<file path="src/hw/jpc_pkg.sv">
// Shared constants and types for the jack pop clamp controller
package jpc_pkg;
    // Register indices; byte address is four times the index
    localparam logic [15:0] IDX_SEQ = 16'h0041;
    localparam logic [15:0] IDX_CLAMP = 16'h02C6;
    localparam logic [15:0] IDX_SW = 16'h02C8;
    localparam logic [15:0] IDX_STS1 = 16'h1886;
    localparam logic [15:0] IDX_STS2 = 16'h1986;
    localparam logic [15:0] IDX_DB = 16'h1A06;
    localparam logic [15:0] IDX_IRQ_STS = 16'h1890;
    localparam logic [15:0] IDX_IRQ_EN = 16'h1891;
    // Field positions
    localparam int FORCE_BIT = 4;
    localparam int MODE_LSB = 0;
    localparam int STS_BIT = 4;
    localparam int DB_BIT = 4;
    localparam int SEQ_FALL_BIT = 0;
    localparam int SEQ_RISE_BIT = 1;
    localparam int SW_A_LSB = 0;
    localparam int SW_B_LSB = 2;
    localparam int EV_RISE = 0;
    localparam int EV_FALL = 1;
    // Reset values
    localparam logic FORCE_RST = 1'b1;
    localparam logic [3:0] MODE_RST = 4'h0;
    localparam logic [3:0] SW_RST = 4'h0;
    // Timing: slow debounce clock derived from the core clock
    localparam int CLK_HZ = 50_000_000;
    localparam int SLOW_HZ = 32_000;
    localparam int SLOW_DIV = CLK_HZ / SLOW_HZ;
    localparam int DB_TICKS = 4;
    // Switch control codes
    typedef enum logic [1:0] {
        SW_OPEN = 2'h0,
        SW_CLOSED = 2'h1,
        SW_ON_CLAMP = 2'h2,
        SW_OFF_CLAMP = 2'h3
    } jpc_sw_e;
    // Bus data-phase states, one-hot
    typedef enum logic [2:0] {
        BUS_IDLE = 3'h1,
        BUS_WR = 3'h2,
        BUS_RD = 3'h4
    } jpc_bus_e;
endpackage : jpc_pkg

</file>
<file path="src/hw/jpc_db_if.sv">
// Link between the clamp core and its debounce filter
`timescale 1ns/1ns
interface jpc_db_if;
    logic raw;
    logic tick;
    logic db_en;
    logic sleep;
    logic filt;
    modport core (output raw, output tick, output db_en, output sleep,
                  input filt);
    modport filt_side (input raw, input tick, input db_en, input sleep,
                       output filt);
endinterface : jpc_db_if

</file>
<file path="src/hw/jpc_clamp_ctrl.sv">
// Jack pop clamp controller with AHB-Lite register slave
// Functional notes
// Force bit set makes the clamp active regardless of everything else.
// Force bit resets to one, so the clamp is active after reset.
// Mode 0 off, 1 on, 2-3 reserved, 4-7 single jack signal tests.
// Modes 8-B OR, C-F AND of both jack signals versus pattern.
// Clamp state shown at bit 4 of both raw status registers.
// Rise and fall of clamp state raise masked interrupt events.
// Rise or fall triggers the write sequencer when enabled; default off.
// Debounce bit set filters clamp state on the 32 kHz tick.
// In sleep the clamp keeps working without any debounce.
// Active clamp shorts mic sense pins A and B only.
// Switch code 00 open, 01 closed, 10 on clamp, 11 off clamp.
// Two switch fields at bits 1:0 and 3:2, reset to open.
// Software sets switch code 11 and a fitting mode for pop control.
// Jack sense signal reads one when its pin is pulled low.
// Clamp is force OR decoded condition; reserved codes give inactive.
// Edge events come from debounced state as one-cycle pulses.
//
// Added by the designer: the AHB-Lite interface to the registers.
`timescale 1ns/1ns
module jpc_clamp_ctrl import jpc_pkg::*; #(
    parameter int DIV = SLOW_DIV,
    parameter int TICKS = DB_TICKS
) (
    // Clock and reset
    input wire logic clk,
    input wire logic rst_n,
    // AHB-Lite slave
    input wire logic hsel,
    input wire logic [31:0] haddr,
    input wire logic [1:0] htrans,
    input wire logic hwrite,
    input wire logic [2:0] hsize,
    input wire logic [31:0] hwdata,
    input wire logic hready,
    output logic hreadyout,
    output logic [31:0] hrdata,
    output logic hresp,
    // Jack sense pins, low when a plug is in
    input wire logic jack_sense_pin_a_n,
    input wire logic jack_sense_pin_b_n,
    // Power state
    input wire logic sleep_mode,
    // Clamp and switch drives
    output logic mic_short_en,
    output logic switch_a_closed,
    output logic switch_b_closed,
    // Events
    output logic irq,
    output logic seq_trigger_on_assert,
    output logic seq_trigger_on_release
);
    localparam int DW = $clog2(DIV);

    typedef struct packed {
        logic pa1, pa2, pb1, pb2, sl1, sl2;
        logic [DW-1:0] div;
        logic tick;
        logic clamp_force;
        logic [3:0] clamp_mode;
        logic [3:0] sw_ctl;
        logic clamp_debounce_enable;
        logic seq_trigger_on_assert_en;
        logic seq_trigger_on_release_en;
        logic [1:0] ev_sts;
        logic [1:0] ev_en;
        logic prev;
        logic mic;
        logic sw_a;
        logic sw_b;
        logic irq;
        logic seq_a;
        logic seq_r;
        jpc_bus_e ph;
        logic [15:0] aidx;
        logic amap;
        logic hready;
        logic [31:0] hrdata;
    } jpc_st_s;

    jpc_st_s st_r;
    jpc_st_s st_nxt;
    logic rs1_r;
    logic rst_q_n;
    logic jack_sense_a;
    logic jack_sense_b;
    logic clamp_raw;
    logic clamp_q;
    logic rise;
    logic fall;
    logic [1:0] wclr;
    logic [31:0] rdv;

    jpc_db_if db ();

    // Mode decode on the two jack signals
    function automatic logic clamp_cond(logic [3:0] m, logic a, logic b);
        logic ea;
        logic eb;
        ea = (a == m[1]);
        eb = (b == m[0]);
        clamp_cond = 1'b0;
        unique case (m[3:2])
            2'b00: clamp_cond = (m[1:0] == 2'b01);
            2'b01: clamp_cond = m[1] ? (b == m[0]) : (a == m[0]);
            2'b10: clamp_cond = ea | eb;
            2'b11: clamp_cond = ea & eb;
        endcase
    endfunction : clamp_cond

    // Switch position from its code and the clamp state
    function automatic logic sw_closed(jpc_sw_e m, logic c);
        sw_closed = 1'b0;
        unique case (m)
            SW_OPEN: sw_closed = 1'b0;
            SW_CLOSED: sw_closed = 1'b1;
            SW_ON_CLAMP: sw_closed = c;
            SW_OFF_CLAMP: sw_closed = !c;
        endcase
    endfunction : sw_closed

    // Reset release through two flops; assertion stays asynchronous
    always_ff @(posedge clk or negedge rst_n) begin
        if (!rst_n) begin
            rs1_r <= 1'b0;
            rst_q_n <= 1'b0;
        end else begin
            rs1_r <= 1'b1;
            rst_q_n <= rs1_r;
        end
    end

    // Inverted pins give active-high jack present
    assign jack_sense_a = !st_r.pa2;
    assign jack_sense_b = !st_r.pb2;
    assign clamp_raw = st_r.clamp_force |
        clamp_cond(st_r.clamp_mode, jack_sense_a, jack_sense_b);
    assign clamp_q = db.filt;
    // Edges of the filtered state, so glitches raise no events while debounce is on outside sleep
    assign rise = clamp_q & !st_r.prev;
    assign fall = !clamp_q & st_r.prev;

    // Debounce filter hookup
    assign db.raw = clamp_raw;
    assign db.tick = st_r.tick;
    assign db.db_en = st_r.clamp_debounce_enable;
    assign db.sleep = st_r.sl2;

    jpc_debounce #(
        .TICKS(TICKS)
    ) u_db (
        .clk(clk),
        .rst_q_n(rst_q_n),
        .db(db)
    );

    // Register read mux; unmapped words read zero
    always_comb begin
        rdv = 32'h0;
        if (st_r.amap) begin
            unique case (st_r.aidx)
                IDX_SEQ: begin
                    rdv[SEQ_RISE_BIT] = st_r.seq_trigger_on_assert_en;
                    rdv[SEQ_FALL_BIT] = st_r.seq_trigger_on_release_en;
                end
                IDX_CLAMP: begin
                    rdv[FORCE_BIT] = st_r.clamp_force;
                    rdv[MODE_LSB +: 4] = st_r.clamp_mode;
                end
                IDX_SW: rdv[3:0] = st_r.sw_ctl;
                IDX_STS1: rdv[STS_BIT] = clamp_q;
                IDX_STS2: rdv[STS_BIT] = clamp_q;
                IDX_DB: rdv[DB_BIT] = st_r.clamp_debounce_enable;
                IDX_IRQ_STS: rdv[1:0] = st_r.ev_sts;
                IDX_IRQ_EN: rdv[1:0] = st_r.ev_en;
                default: rdv = 32'h0;
            endcase
        end
    end

    // Next-state logic for pins, divider, events and bus
    always_comb begin
        st_nxt = st_r;
        wclr = 2'h0;
        // Pin synchronisers
        st_nxt.pa1 = jack_sense_pin_a_n;
        st_nxt.pa2 = st_r.pa1;
        st_nxt.pb1 = jack_sense_pin_b_n;
        st_nxt.pb2 = st_r.pb1;
        st_nxt.sl1 = sleep_mode;
        st_nxt.sl2 = st_r.sl1;
        // Slow tick enable for the debounce filter
        st_nxt.tick = 1'b0;
        if (st_r.div == DW'(DIV - 1)) begin
            st_nxt.div = '0;
            st_nxt.tick = 1'b1;
        end else begin
            st_nxt.div = st_r.div + DW'(1);
        end
        // Bus data phase
        unique case (st_r.ph)
            BUS_IDLE: ;
            BUS_WR: begin
                if (st_r.amap) begin
                    unique case (st_r.aidx)
                        IDX_SEQ: begin
                            st_nxt.seq_trigger_on_assert_en =
                                hwdata[SEQ_RISE_BIT];
                            st_nxt.seq_trigger_on_release_en =
                                hwdata[SEQ_FALL_BIT];
                        end
                        IDX_CLAMP: begin
                            st_nxt.clamp_force = hwdata[FORCE_BIT];
                            st_nxt.clamp_mode = hwdata[MODE_LSB +: 4];
                        end
                        IDX_SW: st_nxt.sw_ctl = hwdata[3:0];
                        IDX_DB: st_nxt.clamp_debounce_enable =
                            hwdata[DB_BIT];
                        IDX_IRQ_STS: wclr = hwdata[1:0];
                        IDX_IRQ_EN: st_nxt.ev_en = hwdata[1:0];
                        default: ;
                    endcase
                end
            end
            BUS_RD: begin
                st_nxt.hrdata = rdv;
                st_nxt.hready = 1'b1;
            end
            default: ;
        endcase
        // Address phase; reads get one wait state so data is fresh
        st_nxt.ph = BUS_IDLE;
        if (hsel && htrans[1] && hready && st_r.hready) begin
            st_nxt.aidx = haddr[17:2];
            st_nxt.amap = (haddr[31:18] == 14'h0);
            if (hwrite) begin
                st_nxt.ph = BUS_WR;
            end else begin
                st_nxt.ph = BUS_RD;
                st_nxt.hready = 1'b0;
            end
        end
        // Sticky events; a set in the clearing cycle wins
        st_nxt.prev = clamp_q;
        st_nxt.ev_sts = (st_r.ev_sts & ~wclr) | {fall, rise};
        st_nxt.irq = |(st_nxt.ev_sts & st_nxt.ev_en);
        st_nxt.seq_a = rise & st_r.seq_trigger_on_assert_en;
        st_nxt.seq_r = fall & st_r.seq_trigger_on_release_en;
        // Pin drives follow the filtered clamp state
        st_nxt.mic = clamp_q;
        st_nxt.sw_a = sw_closed(jpc_sw_e'(st_r.sw_ctl[SW_A_LSB +: 2]),
            clamp_q);
        st_nxt.sw_b = sw_closed(jpc_sw_e'(st_r.sw_ctl[SW_B_LSB +: 2]),
            clamp_q);
    end

    // State register; the clamp comes up forced on
    always_ff @(posedge clk or negedge rst_q_n) begin
        if (!rst_q_n) begin
            st_r <= '0;
            st_r.clamp_force <= FORCE_RST;
            st_r.clamp_mode <= MODE_RST;
            st_r.sw_ctl <= SW_RST;
            st_r.pa1 <= 1'b1;
            st_r.pa2 <= 1'b1;
            st_r.pb1 <= 1'b1;
            st_r.pb2 <= 1'b1;
            st_r.ph <= BUS_IDLE;
            st_r.hready <= 1'b1;
        end else begin
            st_r <= st_nxt;
        end
    end

    // Outputs straight from flops, except hresp tied low
    assign hreadyout = st_r.hready;
    assign hrdata = st_r.hrdata;
    assign hresp = 1'b0;
    assign mic_short_en = st_r.mic;
    assign switch_a_closed = st_r.sw_a;
    assign switch_b_closed = st_r.sw_b;
    assign irq = st_r.irq;
    assign seq_trigger_on_assert = st_r.seq_a;
    assign seq_trigger_on_release = st_r.seq_r;

    // Helper: low only in the first cycle after reset release
    logic seen_r;
    always_ff @(posedge clk or negedge rst_q_n) begin
        if (!rst_q_n) begin
            seen_r <= 1'b0;
        end else begin
            seen_r <= 1'b1;
        end
    end
endmodule : jpc_clamp_ctrl

</file>
<file path="src/hw/jpc_debounce.sv">
// Debounce filter for the clamp condition, bypassed in sleep
`timescale 1ns/1ns
module jpc_debounce import jpc_pkg::*; #(
    parameter int TICKS = DB_TICKS
) (
    // Clock and synchronised reset
    input wire logic clk,
    input wire logic rst_q_n,
    // Core side
    jpc_db_if.filt_side db
);
    localparam int CW = $clog2(TICKS + 1);

    typedef struct packed {
        logic out;
        logic [CW-1:0] cnt;
    } jpc_dbst_s;

    jpc_dbst_s st_r;
    jpc_dbst_s st_nxt;

    // New level taken only after TICKS stable slow ticks
    always_comb begin
        st_nxt = st_r;
        if (db.sleep || !db.db_en) begin
            st_nxt.out = db.raw;
            st_nxt.cnt = '0;
        end else if (db.raw == st_r.out) begin
            st_nxt.cnt = '0;
        end else if (db.tick) begin
            if (st_r.cnt == CW'(TICKS - 1)) begin
                st_nxt.out = db.raw;
                st_nxt.cnt = '0;
            end else begin
                st_nxt.cnt = st_r.cnt + CW'(1);
            end
        end
    end

    // State register
    always_ff @(posedge clk or negedge rst_q_n) begin
        if (!rst_q_n) begin
            st_r <= '0;
        end else begin
            st_r <= st_nxt;
        end
    end

    assign db.filt = st_r.out;
endmodule : jpc_debounce

</file>
<file path="config.mk">
export PLATFORM = sky130hd
export DESIGN_NAME = jpc_clamp_ctrl
export DESIGN_NICKNAME = d
export VERILOG_FILES = /design/src/hw/jpc_pkg.sv /design/src/hw/jpc_db_if.sv /design/src/hw/jpc_clamp_ctrl.sv /design/src/hw/jpc_debounce.sv
export SDC_FILE = /design/constraint.sdc
export NUM_CORES = 1
export LEC_CHECK = 0
export BUFFER_PORTS_ARGS = -buffer_cell sky130_fd_sc_hd__clkbuf_2
export CORE_MARGIN = 3
export CORE_UTILIZATION = 26
export CTS_CLUSTER_DIAMETER = 150
export CTS_CLUSTER_SIZE = 16
export DETAILED_ROUTE_END_ITERATION = 6
export PLACE_DENSITY = 0.53
export SETUP_SLACK_MARGIN = 0.4
export SYNTH_ARGS = -nofsm -noshare
export SYNTH_HDL_FRONTEND = slang
export SYNTH_SLANG_ARGS = --single-unit
</file>
<file path="constraint.sdc">
create_clock -name clk -period 2.7 [get_ports clk]
set_input_delay 0.135 -clock clk [delete_from_list [all_inputs] [get_ports clk]]
set_output_delay 0.135 -clock clk [all_outputs]
set_load 0.02 [all_outputs]
</file>
* Word-level counts from Yosys, hierarchy flattened
Index checks and enable logic that the tools add are counted.
Storage, ports and cells: flip-flop bits (word level) 99, input port bits 77
Operators by class: bitwise gates (word level) 11, eq/ne operators 27, reductions and logical operators 23, muxes and demuxes 26, add/sub/neg operators 2
Operators by type and width (count):
- $eq A16 B13 Y1 const B | 5
- $mux W33 | 1
- $eq A16 B10 Y1 const B | 2
- $mux W21 | 1
- $eq A16 B7 Y1 const B | 1
- $reduce_and A3 Y1 | 5
- $logic_not A14 Y1 | 1
- $eq A2 B2 Y1 const B | 6
- $mux W2 | 6
- $pmux W1 S4 | 3
- $add A11 B1 Y11 const B | 1
- $eq A11 B11 Y1 const B | 1
- $mux W11 | 1
- $pmux W2 S5 | 1
- $mux W3 | 3
- $eq A2 B1 Y1 const B | 4
- $mux W4 | 2
- $eq A3 B2 Y1 const B | 2
- $logic_not A2 Y1 | 3
- $and A1 B1 Y1 | 5
- $logic_not A1 Y1 | 5
- $mux W1 | 5
- $mux W5 | 1
- $and A2 B2 Y2 | 2
- other kinds (14) | 22

* Logic depth before layout (Yosys ltp)
Gate-level depths: netlist (run 1).
word-level depth 9, mapped depth 7, mapped depth without buffers 7

* Cells and area by module
From an unflattened synthesis (run 1), not the netlist that was laid out.
Second synthesis, totals: cell total of the unflattened synthesis 291, area, all modules 3373.2 um^2
By module, submodules not included:
- jpc_clamp_ctrl | sequential area each 1710.4 um^2, area each 3161.8 um^2, cells each 271, times used 1
- jpc_debounce | sequential area each 100.1 um^2, area each 211.5 um^2, cells each 20, times used 1

* Worst setup path before layout (run 1)
Ideal clock, no wire load.
path type flip-flop to flip-flop, start point register st_r[39] (netlist name), end point register st_r (netlist bit irq), period minus slack after synthesis 2024 ps, slack 676 ps, cell stages (with the launch flop) 6, arrival 1903 ps, required time 2579 ps, cell sequence dfrtp_1 > or4b_4 > nor4_4 > nand4_2 > mux2_4 > a22o_1
RTL lines:
- start: declaration | RTL line jpc_clamp_ctrl.sv:82 | jpc_st_s st_r;
- start signal: assignment | RTL line jpc_clamp_ctrl.sv:272 | st_r <= st_nxt;

==> metrics.txt, run 1 <==
status=complete, no violations; Reg2Reg Setup Slack=0.51 ns; register area share after synthesis=approximately half; Cell Pwr Density=roughly 680 nW/µm²; most frequent cell after synthesis=dfrtp_1; Synth cell types=52; hold path startpoint=haddr[8]; number of global-route vias before repair=2340; worst skew pair latency=0.33 ns; Final Core Density=between 30% and 40%; final hold violations=0; Vias=2400; crit path launch type=register; MaxCap Viol Count=0; number of fill cells=1310; H-tree Lvls=3; initial antenna violation count=0; Worst Clk Skew=0.00793 ns; Placeable Area=12900 µm²; Non-Filler Instances=544; RSZ-0062 raised after global routing=false; reg-to-reg critical path endpoint=irq; Area Overhead vs Synth=19.6%; Fmax=456 MHz; Post-synth EDFFs=0; Largest stage delay, worst path=0.56 ns; hold slack final=0.0343 ns; Die X=122 µm; Port Buffers=55; slowest CP cell=or4b_4; Hold Path Stages=2; GP Congestion=0.740; gr usage total=about a tenth; Final WS setup=0.506 ns; CP Class=reg2reg; die area=14800 µm²; Inst Count DP=523; Final Cycle Share=between 80 and 90%; Cell Area, Synth=around 3500 µm²; Synth Flop Type=dfrtp_1; Lkg Pwr=about 1.9 nW; register clock-pin slew on the reported worst setup and hold paths=~0.06 ns; row cnt=approximately 40; Final Max Tran Viols=0; Reg area=roughly 1800 µm²; hold crit path type=in2reg; worst slew pin tran=0.661 ns; drt initial violations=between 100 and 150; FFs w/ async S/R, synth=between 90% and 100%; synth top area cells=dfrtp_1, mux2_2, buf_4; Hold Path End=st_r[40]; Die Height=122 µm; I/O Pins=117; Ys Warns=0; Max Root-Sink Buffers=2; Critical Path RT=between 2 and 3 ns; Initial Util=27.1%; pin count of the biggest net entering global routing=29; crit-path max FO=5; DRT Pass-1 Iters=4; GRT Residual Overflow=0; Syn Inst Count=306; clock sinks=72; share of cells above drive strength 1=33.1%; DRC viols=0; Nets=approximately 450; post-DR vias/cell=4.41; flops & latches, synth=just over 70; first-pass GRT wire length=12000 µm; final setup fails=0; Multi-input gate area=1490 µm²; Critical Path AT=2.41 ns; TritonCTS Buffers=9; r2r startpoint=st_r[39]; final wirelength=7280 µm; Syn Area/Cell=11.4 µm²; critical path capture point type=register; post-route setup TNS=0 ns; Peak VDD IR=roughly 0.47 mV; Yosys top cell area share=46.6%; largest area contributor in the netlist=dfrtp_1; root buffer cell=clkbuf_16; Post-synth top cells=dfrtp_1, buf_4, mux2_2; worst r2r path cells=5; ANT nets after route=0; worst-path cell chain=or4b_4 -> nor4_4 -> nand4_2 -> mux2_4 -> a22o_1; worst slack, placed=0.504 ns; worst relative slew slack=55.9%; min Tclk post-route=2.19 ns; CTS tree=yes; post-DP HPWL=5450 µm; number of inserted diodes=0; WL/cell=about 13 µm
## cell type report
cell class | count | share of cell area, %
inverter | 5 | 0.450
clock inverter | 4 | 1.08
clock buffer | 12 | 5.91
timing repair buffer | 63 | 8.34
sequential | 72 | 43.4
tap | 172 | 5.16
multi-input combinational | 216 | 35.7
## state kept, by name, summed over array words and instances (netlist names)
signal,count
hrdata,5
mic_short_en,1
seq_trigger_on_release,1
irq,1
db.tick,1
u_db.db.filt,1
rs1_r,1
switch_b_closed,1
st_nxt,3
db.db_en,1
u_db.st_r,3
switch_a_closed,1
hreadyout,1
db.sleep,1
seq_trigger_on_assert,1
rst_q_n,1
st_r,48
## worst max path at each step
stage	start	end	slack (ns)	cells past startpoint
after floorplan	rst_q_n	db.db_en	0.56	0
after global placement	st_r[39]	irq	0.51	5
after detailed placement	st_r[39]	irq	0.50	5
after CTS	st_r[39]	irq	0.50	5
after global routing	st_r[39]	irq	0.42	5
final	st_r[39]	irq	0.51	5
## through the flow
stage                     total power [mW]  instance area [µm²]
after floorplan                       1.58                 3590
after global placement                1.66                 3830
final                                 2.82                 4170
after detailed placement              1.67                 3830
after global routing                  2.96                 4170
after CTS                             2.86                 4170
## kinds of logic after synthesis
kind of cell | share of synthesized area [%]
compound gates | 5.70
xor+xnor | 2.76
fa+ha+maj | 1.08
buf+inv | 8.50
flops | 51.9
mux | 11.8
other cells | 0.215
simple gates | 18.0
## critical path, delay by kind of cell (launching register included)
family,cells,cell delay [ns]
mux,1,0.35
flops,1,0.40
simple gates,3,1.12
compound gates,1,0.21
## routing by layer
layer  GRT usage, %  part of all wire (%)
met5              0                     0
met4           4.06                   1.8
met3           3.57                   5.7
met2           15.3                    46
met1           14.2                    46
## power by group
group / internal (mW) / total, mW / switching (mW)
Combinational: 0.168 / 0.348 / 0.181
Sequential: 1.19 / 1.31 / 0.119
Clock: 0.736 / 1.16 / 0.427
Total: 2.09 / 2.82 / 0.726
## layout by cell type (no fill, tap or decap), types with 5 or more instances in the layout
master / count
nor3b_1: 5
nor3_1: 8
nand4_1: 7
xnor2_1: 7
nor2_1: 22
mux2_2: 31
conb_1: 29
dlygate4sd3_1: 5
nand2b_1: 6
nor4_1: 8
dfrtp_1: 64
nand3_1: 6
clkbuf_2: 55
nand2_1: 20
dfstp_2: 7
clkbuf_16: 9
inv_1: 5
## timing repair
item                       in CTS  in global routing
setup endpoints to repair       0                  2
gates resized for setup         0                  1
hold buffers                    5                  0
setup buffers                   0                  0
hold endpoints to repair        6                  0
(Power assumes the default switching activity.)
==> run 2, diff against run 1 <==
clock period = 2.29 ns   (was 2.7 ns; I/O delays follow)
==> run 2 against run 1 <==
Against the previous run:
- sequential cell count stayed put
- first-iteration DRC count is 30% lower
- clock skew is 0.0015 ns lower
- die area stayed put
==> metrics.txt, run 2 (same netlist as run 1, synthesis figures left out) <==
status=complete, no violations; Max Root-Sink Buffers=2; Top Metal Used=met4; DRC viols=0; Nets=454; DRT Pass-1 Iters=4; Fmax=between 400 and 500 MHz; commonest non-fill, non-tap cell in the layout=dfrtp_1; drt initial violations=72; Largest register FFs=48; initial antenna violation count=0; register clock-pin slew on the reported worst setup and hold paths=approximately 0.060 ns; Cell Pwr Density=764 nW/µm²; Reg2Reg Setup Slack=0.23 ns; post-DR vias/cell=between 4 and 5; die area=14800 µm²; length of routed met2 wiring=roughly 3200 µm; Die Height=122 µm; gr usage total=9.93%; number of global-route vias before repair=2371; share of cells above drive strength 1=38.8%; pin count of the biggest net entering global routing=42; TritonCTS Buffers=9; Vias=around 2400; RSZ-0062 raised after global routing=true; final hold violations=0; min Tclk post-route=2.06 ns; crit-path max FO=4; Area Overhead vs Synth=23.5%; Peak VDD IR=0.377 mV; Final Max Tran Viols=0; post-DP HPWL=5250 µm; Final Cycle Share=90.0%; Port Buffers=55; Worst Clk Skew=0.00641 ns; Lkg Pwr=1.91 nW; number of inserted diodes=0; first-pass GRT wire length=11700 µm; worst relative slew slack=between 60% and 70%; hold crit path type=in2reg; critical path capture point type=register; root buffer cell=clkbuf_16; worst skew pair latency=0.33 ns; I/O Pins=117; crit path launch type=register; ANT nets after route=0; final wirelength=6950 µm; most frequent cells in the layout=dfrtp_1, clkbuf_2, mux2_2, conb_1, nor2_1; GP Congestion=between 0.7 and 0.8; most flop-heavy register=st_r; post-route setup TNS=0 ns; clock sinks=72; CTS tree=yes; MaxCap Viol Count=0; worst slew pin tran=~0.52 ns; Critical Path AT=2.28 ns; row cnt=41; CP Class=reg2reg; Initial Util=between 20% and 30%; WL/cell=12.6 µm; H-tree Lvls=3; routed length on met1=3190 µm; final setup fails=0; Critical Path RT=2.51 ns; Placeable Area=12900 µm²; GRT Residual Overflow=0; Die X=122 µm; Design Power=between 3 and 4 mW; WL met3=414 µm
-- run 2: changes by cell type in the layout (fill, tap and decap cells not counted), sizes merged --
cell,change
buf,+6
bufinv,-1
clkbuf,-2
clkinv,-2
clkinvlp,+4
dlygate4sd3,+1
inv,+1
-- run 2: power by group --
part	internal, mW	switching, mW	leakage (nW)	total [mW]
combinational	0.217	0.225	0.906	0.443
sequential	1.40	0.142	0.876	1.55
clock	0.763	0.538	0.127	1.30
-- run 2: worst max-delay path, cell delays in order (launching register included) --
cell and delay (ns):
dfrtp_1 0.41, or4b_4 0.54, nor4_4 0.25, nand4_2 0.19, mux2_4 0.34, a22o_1 0.21
-- run 2: metrics by stage --
| stage | instances | utilization (%) | worst slack, ns | hold WS [ns] | area [µm²] |
|---|---|---|---|---|---|
| floorplan | 333 | - | 0.371 | -0.181 | 3610 |
| global placement | 526 | 30.0 | 0.227 | -0.0982 | 3860 |
| detailed placement | 526 | 30.0 | 0.213 | -0.0945 | 3860 |
| CTS | 547 | 33.0 | 0.201 | 0.00126 | 4250 |
| global route | 551 | 33.5 | 0.177 | 0.00302 | 4310 |
| finish | 551 | 33.5 | 0.229 | 0.0105 | 4310 |
-- run 2: layer usage --
| metal | global-route usage (%) | vias to the layer above |
|---|---|---|
| li1 | - | 1155 |
| met1 | 13.7 | 1167 |
| met2 | 14.9 | 73 |
| met3 | 2.92 | 11 |
| met4 | 3.50 | 0 |
| met5 | 0 | - |
-- run 2: final timing paths --
kind,from,end,cells after the start
worst max-delay path,st_r[39],irq,5
worst min-delay path,haddr[7],st_r[39],2
worst max register to register,st_r[39],irq,5
worst min register to register,rst_q_n,st_nxt[92],0
max in group asynchronous,rst_q_n,st_r[72],1
min in group asynchronous,rst_n,rs1_r,2
-- run 2: cell type report --
type,instances,area [µm²]
flip-flops and latches,72,1810
repair buffers,70,403
well taps,172,215
clock buffers,10,239
clock inverters,6,43.8
fillers,1299,8570
multi-input cells,216,1580
inverters,5,18.8
-- run 2: timing repair --
| action | 4_1_cts | 5_1_grt |
|---|---|---|
| buffers inserted | 0 | 3 |
| setup endpoints to repair | 11 | 23 |
| endpoints found under the hold margin | 7 | 1 |
| pin swaps | 4 | 0 |
| hold buffers | 5 | 1 |
| resized for setup | 9 | 5 |
